**src/hw/imm_defines.svh**
```systemverilog
`ifndef IMM_DEFINES_SVH
`define IMM_DEFINES_SVH

// Register indices; byte address is index * 4
`define IMM_IDX_GIC        8'h0b
`define IMM_IDX_PIF1       8'h0c
`define IMM_IDX_SBUF       8'h13
`define IMM_IDX_SCTL       8'h14
`define IMM_IDX_PCDIR      8'h87
`define IMM_IDX_PERIPHERAL_INTERRUPT_ENABLES_1       8'h8c
`define IMM_IDX_SADDR      8'h93
`define IMM_IDX_SSTAT      8'h94
`define IMM_IDX_MCTL       8'h95
`define IMM_IDX_ARB        8'h96

// Reset values
`define IMM_RST_ZERO       8'h00
`define IMM_RST_PCDIR      8'hff

// Field positions
`define IMM_IRQ_BIT        3
`define IMM_EN_BIT         5
`define IMM_P_BIT          4
`define IMM_S_BIT          3
`define IMM_SDA_DIR_BIT    4
`define IMM_SCL_DIR_BIT    3
`define IMM_MODE_MASTER    4'hb

// Timing
`define IMM_CLK_NS         4
`define IMM_SETTLE_NS      16
`define IMM_SETTLE_CYC     ((`IMM_SETTLE_NS + `IMM_CLK_NS - 1) / `IMM_CLK_NS)
`define IMM_ACK_BIT        4'h8
`define IMM_LAST_BIT       4'h9

`endif

```
**src/hw/imm_pkg.sv**
```systemverilog
package imm_pkg;

    typedef struct packed {
        logic scl;
        logic sda;
    } imm_lines_s;

    typedef enum logic [1:0] {
        IMM_PH_IDLE,
        IMM_PH_ADDR,
        IMM_PH_DATA
    } imm_phase_e;

    typedef logic [7:0] imm_byte_t;

endpackage

```
**src/hw/imm_monitor.sv**
```systemverilog
// Decided for this implementation: the APB register port.
`timescale 1ns/1ps
`include "imm_defines.svh"
`default_nettype none

module imm_monitor
(
    // Clock and reset
    input  wire logic                clk_in,
    input  wire logic                rst_b_in,
    // APB slave
    input  wire logic                psel_in,
    input  wire logic                penable_in,
    input  wire logic                pwrite_in,
    input  wire logic [9:0]          paddr_in,
    input  wire logic [31:0]         pwdata_in,
    output logic [31:0]              prdata_out,
    output logic                     pready_out,
    output logic                     pslverr_out,
    // Two-wire bus
    input  wire imm_pkg::imm_lines_s lines_in,
    output imm_pkg::imm_lines_s      lines_out,
    output imm_pkg::imm_lines_s      lines_oe_b_out,
    // Status
    output logic                     bus_free_out,
    output logic                     irq_out
);
    import imm_pkg::*;

    // ----------------------------------------
    // Registers
    // ----------------------------------------
    imm_byte_t  gic_reg, pif1_reg, sbuf_reg, sctl_reg, pcdir_reg;
    imm_byte_t  peripheral_interrupt_enables_1_reg, saddr_reg, sstat_hi_reg;
    logic       start_reg, stop_reg, da_reg, rw_reg, bf_reg;
    logic       master_reg, lost_addr_reg, lost_data_reg;
    imm_byte_t  rdata_next;
    logic       hit, acc, wr, rd;
    logic [7:0] idx;

    assign idx = paddr_in[9:2];
    assign acc = psel_in && penable_in;
    assign wr  = acc && pwrite_in;
    assign rd  = acc && !pwrite_in;

    // ----------------------------------------
    // Line synchronisers
    // ----------------------------------------
    imm_lines_s s1_reg, s2_reg, s3_reg, lq_reg, lp_reg;
    logic       scl_rise, scl_fall, start_det, stop_det;

    always_ff @(posedge clk_in)
    begin
        if (!rst_b_in)
        begin
            s1_reg <= '1;
            s2_reg <= '1;
            s3_reg <= '1;
            lq_reg <= '1;
            lp_reg <= '1;
        end
        else
        begin
            s1_reg <= lines_in;
            s2_reg <= s1_reg;
            s3_reg <= s2_reg;
            if (s2_reg.scl == s3_reg.scl)
                lq_reg.scl <= s3_reg.scl;
            if (s2_reg.sda == s3_reg.sda)
                lq_reg.sda <= s3_reg.sda;
            lp_reg <= lq_reg;
        end
    end

    assign scl_rise  = lq_reg.scl && !lp_reg.scl;
    assign scl_fall  = !lq_reg.scl && lp_reg.scl;
    assign start_det = lq_reg.scl && lp_reg.scl && lp_reg.sda && !lq_reg.sda;
    assign stop_det  = lq_reg.scl && lp_reg.scl && !lp_reg.sda && lq_reg.sda;

    logic port_en, slave_en;
    assign port_en  = sctl_reg[`IMM_EN_BIT];
    assign slave_en = sctl_reg[3:0] != `IMM_MODE_MASTER;

    // ----------------------------------------
    // Start and stop flags
    // ----------------------------------------
    always_ff @(posedge clk_in)
    begin
        if (!rst_b_in || !port_en)
        begin
            start_reg <= 1'b0;
            stop_reg  <= 1'b0;
        end
        else if (start_det)
        begin
            start_reg <= 1'b1;
            stop_reg  <= 1'b0;
        end
        else if (stop_det)
        begin
            start_reg <= 1'b0;
            stop_reg  <= 1'b1;
        end
    end

    assign bus_free_out = stop_reg || (!start_reg && !stop_reg);

    // ----------------------------------------
    // Bit and phase tracking
    // ----------------------------------------
    imm_phase_e phase_reg;
    logic [3:0] bit_reg;
    imm_byte_t  shift_reg;
    logic       addressed_reg, ack_reg, byte_done;

    assign byte_done = port_en && scl_fall && bit_reg == `IMM_LAST_BIT
                       && phase_reg != IMM_PH_IDLE;

    always_ff @(posedge clk_in)
    begin
        if (!rst_b_in || !port_en || stop_det)
            phase_reg <= IMM_PH_IDLE;
        else if (start_det)
            phase_reg <= IMM_PH_ADDR;
        else if (byte_done)
            phase_reg <= IMM_PH_DATA;
    end

    always_ff @(posedge clk_in)
    begin
        if (!rst_b_in || start_det || !port_en)
            bit_reg <= 4'h0;
        else if (scl_rise && bit_reg != `IMM_LAST_BIT)
            bit_reg <= bit_reg + 4'h1;
        else if (scl_fall && bit_reg == `IMM_LAST_BIT)
            bit_reg <= 4'h0;
    end

    always_ff @(posedge clk_in)
    begin
        if (!rst_b_in)
            shift_reg <= `IMM_RST_ZERO;
        else if (scl_rise && bit_reg < `IMM_ACK_BIT)
            shift_reg <= {shift_reg[6:0], lq_reg.sda};
    end

    // Slave side keeps listening even after arbitration loss
    logic addr_match;
    assign addr_match = shift_reg[7:1] == saddr_reg[7:1];

    always_ff @(posedge clk_in)
    begin
        if (!rst_b_in || start_det || stop_det || !port_en)
            addressed_reg <= 1'b0;
        else if (scl_fall && bit_reg == `IMM_ACK_BIT && phase_reg == IMM_PH_ADDR)
            addressed_reg <= slave_en && addr_match;
    end

    // Acknowledge for own address and written bytes, held over the ninth bit
    always_ff @(posedge clk_in)
    begin
        if (!rst_b_in || !port_en || start_det || stop_det)
            ack_reg <= 1'b0;
        else if (scl_fall && bit_reg == `IMM_ACK_BIT)
        begin
            if (phase_reg == IMM_PH_ADDR)
                ack_reg <= slave_en && addr_match;
            else
                ack_reg <= addressed_reg && !rw_reg;
        end
        else if (scl_fall)
            ack_reg <= 1'b0;
    end

    // ----------------------------------------
    // Arbitration check
    // ----------------------------------------
    // Waiting for a settled high clock avoids blaming normal data edges
    logic [7:0] settle_reg;
    logic       arb_check, arb_lost;

    always_ff @(posedge clk_in)
    begin
        if (!rst_b_in || !lq_reg.scl)
            settle_reg <= 8'h00;
        else if (settle_reg != 8'(`IMM_SETTLE_CYC))
            settle_reg <= settle_reg + 8'h01;
    end

    assign arb_check = settle_reg == 8'(`IMM_SETTLE_CYC - 1);
    assign arb_lost  = arb_check && master_reg && port_en
                       && pcdir_reg[`IMM_SDA_DIR_BIT] && !lq_reg.sda
                       && !ack_reg && bit_reg != `IMM_LAST_BIT
                       && phase_reg != IMM_PH_IDLE;

    always_ff @(posedge clk_in)
    begin
        if (!rst_b_in)
            master_reg <= 1'b0;
        else if (arb_lost)
            master_reg <= 1'b0;
        else if (wr && idx == `IMM_IDX_MCTL)
            master_reg <= pwdata_in[0];
    end

    always_ff @(posedge clk_in)
    begin
        if (!rst_b_in)
        begin
            lost_addr_reg <= 1'b0;
            lost_data_reg <= 1'b0;
        end
        else
        begin
            lost_addr_reg <= (arb_lost && phase_reg == IMM_PH_ADDR)
                             || (lost_addr_reg && !(wr && idx == `IMM_IDX_ARB && pwdata_in[0]));
            lost_data_reg <= (arb_lost && phase_reg == IMM_PH_DATA)
                             || (lost_data_reg && !(wr && idx == `IMM_IDX_ARB && pwdata_in[1]));
        end
    end

    // ----------------------------------------
    // Direction register and pins
    // ----------------------------------------
    always_ff @(posedge clk_in)
    begin
        if (!rst_b_in)
            pcdir_reg <= `IMM_RST_PCDIR;
        else
        begin
            if (wr && idx == `IMM_IDX_PCDIR)
                pcdir_reg <= pwdata_in[7:0];
            if (arb_lost)
            begin
                pcdir_reg[`IMM_SDA_DIR_BIT] <= 1'b1;
                pcdir_reg[`IMM_SCL_DIR_BIT] <= 1'b1;
            end
        end
    end

    // Only ever drive low; a one is a released line
    assign lines_out          = '0;
    assign lines_oe_b_out.scl = pcdir_reg[`IMM_SCL_DIR_BIT];
    assign lines_oe_b_out.sda = pcdir_reg[`IMM_SDA_DIR_BIT] && !ack_reg;

    // ----------------------------------------
    // Buffer, status and interrupt flags
    // ----------------------------------------
    always_ff @(posedge clk_in)
    begin
        if (!rst_b_in)
        begin
            sbuf_reg <= `IMM_RST_ZERO;
            bf_reg   <= 1'b0;
            da_reg   <= 1'b0;
            rw_reg   <= 1'b0;
        end
        else if (scl_fall && bit_reg == `IMM_ACK_BIT && phase_reg != IMM_PH_IDLE)
        begin
            sbuf_reg <= shift_reg;
            bf_reg   <= 1'b1;
            da_reg   <= phase_reg == IMM_PH_DATA;
            if (phase_reg == IMM_PH_ADDR)
                rw_reg <= shift_reg[0];
        end
        else if (wr && idx == `IMM_IDX_SBUF)
            sbuf_reg <= pwdata_in[7:0];
        else if (rd && idx == `IMM_IDX_SBUF)
            bf_reg <= 1'b0;
    end

    // Hardware set wins over a software write-one clear
    logic irq_set;
    assign irq_set = port_en && (start_det || stop_det || byte_done);

    always_ff @(posedge clk_in)
    begin
        if (!rst_b_in)
            pif1_reg <= `IMM_RST_ZERO;
        else
        begin
            if (wr && idx == `IMM_IDX_PIF1)
                pif1_reg <= pif1_reg & ~pwdata_in[7:0];
            if (irq_set)
                pif1_reg[`IMM_IRQ_BIT] <= 1'b1;
        end
    end

    // Level output; enabling while busy still fires at the stop
    assign irq_out = |(pif1_reg & peripheral_interrupt_enables_1_reg);

    always_ff @(posedge clk_in)
    begin
        if (!rst_b_in)
        begin
            gic_reg      <= `IMM_RST_ZERO;
            sctl_reg     <= `IMM_RST_ZERO;
            peripheral_interrupt_enables_1_reg     <= `IMM_RST_ZERO;
            saddr_reg    <= `IMM_RST_ZERO;
            sstat_hi_reg <= `IMM_RST_ZERO;
        end
        else if (wr)
        begin
            case (idx)
                `IMM_IDX_GIC:   gic_reg      <= pwdata_in[7:0];
                `IMM_IDX_SCTL:  sctl_reg     <= pwdata_in[7:0];
                `IMM_IDX_PERIPHERAL_INTERRUPT_ENABLES_1:  peripheral_interrupt_enables_1_reg     <= pwdata_in[7:0];
                `IMM_IDX_SADDR: saddr_reg    <= pwdata_in[7:0];
                `IMM_IDX_SSTAT: sstat_hi_reg <= {pwdata_in[7:6], 6'h00};
                default:        gic_reg      <= gic_reg;
            endcase
        end
    end

    // ----------------------------------------
    // APB read path
    // ----------------------------------------
    always_comb
    begin
        rdata_next = `IMM_RST_ZERO;
        hit        = 1'b1;
        case (idx)
            `IMM_IDX_GIC:   rdata_next = gic_reg;
            `IMM_IDX_PIF1:  rdata_next = pif1_reg;
            `IMM_IDX_SBUF:  rdata_next = sbuf_reg;
            `IMM_IDX_SCTL:  rdata_next = sctl_reg;
            `IMM_IDX_PCDIR: rdata_next = pcdir_reg;
            `IMM_IDX_PERIPHERAL_INTERRUPT_ENABLES_1:  rdata_next = peripheral_interrupt_enables_1_reg;
            `IMM_IDX_SADDR: rdata_next = saddr_reg;
            `IMM_IDX_SSTAT: rdata_next = {sstat_hi_reg[7:6], da_reg, stop_reg,
                                          start_reg, rw_reg, 1'b0, bf_reg};
            `IMM_IDX_MCTL:  rdata_next = {7'h00, master_reg};
            `IMM_IDX_ARB:   rdata_next = {6'h00, lost_data_reg, lost_addr_reg};
            default:        hit        = 1'b0;
        endcase
    end

    always_ff @(posedge clk_in)
    begin
        if (!rst_b_in)
            prdata_out <= 32'h0000_0000;
        else if (psel_in && !penable_in)
            prdata_out <= {24'h00_0000, rdata_next};
    end

    assign pready_out  = 1'b1;
    assign pslverr_out = acc && !hit;
endmodule

`default_nettype wire

```
**config.mk**
```make
export PLATFORM = sky130hd
export DESIGN_NAME = imm_monitor
export DESIGN_NICKNAME = d
export VERILOG_FILES = /design/src/hw/imm_pkg.sv /design/src/hw/imm_monitor.sv
export VERILOG_INCLUDE_DIRS = /design/src /design/src/hw
export SDC_FILE = /design/constraint.sdc
export NUM_CORES = 1
export LEC_CHECK = 0
export CAP_MARGIN = 10
export CORE_MARGIN = 2
export CORE_UTILIZATION = 65
export CTS_CLUSTER_SIZE = 14
export DETAILED_ROUTE_END_ITERATION = 8
export DONT_BUFFER_PORTS = 1
export PLACE_DENSITY = 0.92
export RECOVER_POWER = 50
export SLEW_MARGIN = 40
export SYNTH_ARGS = -nofsm -noshare
export SYNTH_HDL_FRONTEND = slang
export SYNTH_SLANG_ARGS = --single-unit
```
**constraint.sdc**
```tcl
create_clock -name clk_in -period 3.9 [get_ports clk_in]
set_clock_uncertainty 0.1 [all_clocks]
set_input_delay 0.78 -clock clk_in [delete_from_list [all_inputs] [get_ports clk_in]]
set_output_delay 0.78 -clock clk_in [all_outputs]
set_load 0.02 [all_outputs]
```
Word-level counts from Yosys, hierarchy flattened
Cells that the tools add are included.
{"block": "word_totals", "ff_bits": 108, "latchBits": 0, "ramBits": 0, "rom_bits": 0, "input_bits": 49, "output_inout_bits": 40, "elab_cells": 177, "memories": 0}
{"block": "classes", "add_sub_neg": 2, "n_mul": 0, "div": 0, "n_lt_le_gt_ge": 1, "n_eq_ne": 22, "shift": 0, "muxes": 18, "bitwise": 4, "reduce_logical": 94}
{"op": "8-bit case mux with 10 select lines", "count": 1}
{"op": "8-bit equality test, second input constant", "count": 6}
{"op": "1-bit logical AND", "count": 45}
{"op": "8-bit bitwise AND", "count": 2}
{"op": "8-bit by 4-bit equality test with 1-bit output, second input constant", "count": 2}
{"op": "8-bit by 5-bit equality test with 1-bit output, second input constant", "count": 2}
{"op": "8-bit 2-to-1 mux", "count": 2}
{"op": "2-bit nonzero test", "count": 8}
{"op": "1-bit logical NOT", "count": 15}
{"op": "1-bit logical OR", "count": 14}
{"op": "2-bit AND reduction", "count": 7}
{"op": "1-bit 2-to-1 mux", "count": 12}
{"op": "4-bit 2-to-1 mux", "count": 3}
{"op": "10-bit OR reduction", "count": 1}
{"op": "8-bit by 1-bit adder with 8-bit output, second input constant", "count": 1}
{"op": "4-bit equality test, second input constant", "count": 2}
{"op": "8-bit by 2-bit equality test with 1-bit output, second input constant", "count": 1}
{"op": "4-bit inequality test, second input constant", "count": 2}
{"op": "8-bit by 3-bit inequality test with 1-bit output, second input constant", "count": 1}
{"op": "8-bit inverter", "count": 1}
{"op": "8-bit OR reduction", "count": 1}
{"op": "7-bit equality test", "count": 1}
{"op": "2-bit OR reduction", "count": 3}
{"op": "4-bit by 1-bit adder with 4-bit output, second input constant", "count": 1}
{"op": "6 further kinds", "count": 7}

Logic depth before layout (Yosys ltp)
{"block": "logic_depth", "ltp_word": 10, "ltp_mapped": 8, "depth_no_buf": 7}

Least setup slack after synthesis
No wires, ideal clock.
{"block": "synth_path", "path_kind": "input to output", "from": "in paddr_in[3]", "to": "out pslverr_out", "t_arrival_ps": 1847, "required_time_ps": 3020, "slack_ps": 1173, "path_stages": 6, "path_buffers": 2, "cell_sequence": "buf_2 > and4b_1 > and2_1 > buf_4 > nor2_1 > and4b_1"}
{"block": "synth_via", "elab_chain_len": 5, "elab_cells_between_ends": 14, "classes_between": "eq/ne (10); mux (1); reduce/logical (3)"}
{"element": "start, declared", "line_no": "imm_monitor.sv:15", "text": "input wire logic [9:0] paddr_in,"}
{"element": "8-bit equality test, or another cell as far along", "line_no": "imm_monitor.sv:322", "text": "case (idx)"}
{"element": "10-bit OR reduction (no line) (*)"}
{"element": "1-bit 2-to-1 mux (*)", "line_no": "imm_monitor.sv:322"}
{"element": "1-bit logical NOT (*)", "line_no": "imm_monitor.sv:347", "text": "assign pslverr_out = acc && !hit;"}
{"element": "1-bit logical AND (*)", "line_no": "imm_monitor.sv:347"}
{"element": "end, declared", "line_no": "imm_monitor.sv:19", "text": "output logic pslverr_out,"}
Every way passes the cells marked *; elsewhere a longest branch is shown, timed or not.

Final worst setup path
{"block": "layout_path", "from": "in paddr_in[2]", "to": "out pslverr_out"}
The elaborated chain is that of the path after synthesis.

==> results.sh <==
export IMPL_cts_setup_buffers=0
export IMPL_tightest_slew_ns=0.830
export IMPL_endpoint_kind="output pin"
export IMPL_synth_simple_area_share_pct=25.1
export IMPL_crit_start="paddr_in[2]"
export IMPL_grt_setup_unrepaired="false"
export IMPL_ys_ff_latch=108
export IMPL_synth_top_cells_by_area="dfxtp_1 41%, nand2_1 6.4%, a21oi_1 5.0%"
export IMPL_numPortBuffers=0
export IMPL_crit_slowest_cell="and2_1"
export IMPL_synth_most_common_cell="dfxtp_1"
export IMPL_fmax_ghz=0.320
export IMPL_setup_viol=0
export IMPL_grt_pass1_vias=4234
export IMPL_syn_area_um2=5290
export IMPL_fin_crit_ns=3.12
export IMPL_ant_nets=0
export IMPL_fp_dieArea_um2=8870
export IMPL_stdcell_count=701
export IMPL_max_stage_delay_ns=0.54
export IMPL_synth_commonest_cells="108 x dfxtp_1, 90 x nand2_1, 53 x a21oi_1"
export IMPL_vias_per_cell=6.51
export IMPL_grt_start_max_net_pins=55
export IMPL_gp_congestion=0.959
export IMPL_cap_violations=0
export IMPL_core_area_um2=7810
export IMPL_nNetsFinal=648
export IMPL_power_density_nw_per_um2=366
export IMPL_leakage_uw=0.00181
export IMPL_cp_required_ns=3.02
export IMPL_synth_compound_area_share_pct=16.4
export IMPL_yosys_most_used_dff="dfxtp_1"
export IMPL_status="finished, final reports clean"
export IMPL_hold_viol_final=0
export IMPL_cts_path_max_buffers=2
export IMPL_synth_top_area_cell="dfxtp_1"
export IMPL_cts_tree="yes"
export IMPL_start_kind="primary input"
export IMPL_dp_cells=685
export IMPL_path_class="in -> out"
export IMPL_worst_slack_ns=0.776
export IMPL_drive_gt1_share_pct=5.34
export IMPL_synth_cell_types=65
export IMPL_hpwl_um=9000
export IMPL_cp_arrival_ns=2.24
export IMPL_yosys_area_top_type_share_pct=40.9
export IMPL_postSynthAreaPerCell_um2=8.46
export IMPL_post_cts_resized=0
export IMPL_ios=89
export IMPL_cts_max_level=3
export IMPL_reg2reg_from="lq_reg[1]"
export IMPL_ys_seq_area_share_pct=40.9
export IMPL_synth_top_family_by_area="simple AND/OR/NAND/NOR gates"
export IMPL_synthAdderAreaFrac_pct=1.18
export IMPL_root_buffer="clkbuf_8"
export IMPL_dr_pass1_iters=9
export IMPL_synthMuxAreaShare_pct=5.35
export IMPL_drc=0
export IMPL_wire_per_inst_um=18.3
export IMPL_cts_buffers=9
export IMPL_hold_path_class="reg -> reg"
export IMPL_final_max_slew_viol_count=0
export IMPL_critPathMaxFanout=13
export IMPL_netlist_instances=625
export IMPL_start_util_pct=67.7
export IMPL_async_flop_share_pct=0
export IMPL_cp_cell_sequence="nor4b_2 > and2_1 > nor2_1 > and4b_1"
export IMPL_std_cell_rows=32
export IMPL_die_y_um=94.2
export IMPL_hold_buffers=0
export IMPL_fillers=625
export IMPL_die_width_um=94.2
export IMPL_num_antenna_cells=0
export IMPL_clkSinkCount=108
export IMPL_finalWirelength_um=12800
export IMPL_area_growth_syn_to_layout_pct=0.426
export IMPL_insertion_delay_ns=0.38
export IMPL_vias=4565
export IMPL_critPathBufInv=0
export IMPL_hold_path_startpoint="s1_reg[1]"
export IMPL_cts_clk_slew_worst_paths_ns=0.11
export IMPL_antenna_found_initial=0
export IMPL_yosysWarnings=0
export IMPL_tns_ns=0
export IMPL_synth_xor_area_share_pct=2.65
export IMPL_slew_headroom_pct=44.7
export IMPL_drtIter0Drc=576
export IMPL_dp_slack_ns=0.860
export IMPL_period_share_pct=80.1
export IMPL_irDropWorstVdd_mv=0.481
export IMPL_synth_edf_count=0
export IMPL_cp_top_family="simple AND/OR/NAND/NOR gates"
export IMPL_grt_use_total_pct=30.2
export IMPL_grt_pass1_wl_um=20800
export IMPL_grt_ovfl_total=0
[worst reg2reg max path: stages (launching register included)]
cell	delay [ns]
dfxtp_1	0.72
nor2b_1	0.21
and4b_1	0.31
o21ai_2	0.32
nor2_1	0.09
a311oi_1	0.30
[routing by layer]
metal  vias to the layer above  wire, µm  part of all wire [%]  track usage [%]
met5                         -         0                     0                0
met4                         0       406                   3.2             12.9
met3                        33      1240                   9.7             8.51
met2                       266      6120                    48             49.2
met1                      2165      5040                    39             37.2
li1                       2101         -                     -                -
[cell families (layout without fill, tap and decap cells)]
group,count (synthesis),after routing
AOI/OAI and AO/OA,133,133
xor gates and xnor gates,16,16
adders and majority gates,5,5
buffers and inverters,77,26
DFF,108,108
muxes,28,28
other,2,27
and+or+nand+nor,256,256
[cell usage in the layout, fill, tap and decap left out, types with 7 or more instances in the layout]
| cell type | n |
|---|---|
| a22oi_1 | 8 |
| mux2i_1 | 26 |
| conb_1 | 27 |
| a21oi_1 | 53 |
| nand3_1 | 46 |
| a22o_1 | 7 |
| xor2_1 | 7 |
| a311oi_1 | 8 |
| clkbuf_8 | 9 |
| nand2_1 | 90 |
| nor2_1 | 40 |
| dfxtp_1 | 108 |
| and3_1 | 16 |
| o21ai_1 | 7 |
| xnor2_1 | 9 |
| nand2b_1 | 13 |
| o21ai_0 | 17 |
[layout make-up]
cell class	instances	area, µm²	area share, %
Clock buffer	9	124	2.33
Clock inverter	7	66.3	1.25
Inverter	7	26.3	0.495
Multi-Input combinational cell	465	2780	52.4
Sequential cell	108	2160	40.7
Tap cell	102	128	2.40
Timing Repair Buffer	3	22.5	0.424
[worst paths after layout]
path | to | slack (ns) | cells past startpoint
max | pslverr_out | 0.78 | 4
min | s2_reg[1] | 0.32 | 1
max reg2reg | sbuf_reg[3] | 1.75 | 5
min reg2reg | s2_reg[1] | 0.32 | 1
[through the flow]
step	power [µW]	hold slack, ns	area [µm²]	utilization (%)
2_1_floorplan	1300	0.286	5380	-
3_3_place_gp	1280	0.289	5120	65.6
3_5_place_dp	1290	0.298	5120	65.6
4_1_cts	1950	0.325	5310	68.1
5_1_grt	2010	0.334	5310	68.0
6_report	1940	0.320	5310	68.0
[power by group]
part / total [µW] / switching, µW / leakage (µW) / internal (µW)
combinational: 122 / 78.2 / 0.000848 / 44.1
sequential: 1150 / 26.5 / 0.000872 / 1120
clock: 676 / 425 / 0.0000922 / 250
No activity file was read; power rests on OpenSTA's default activity.
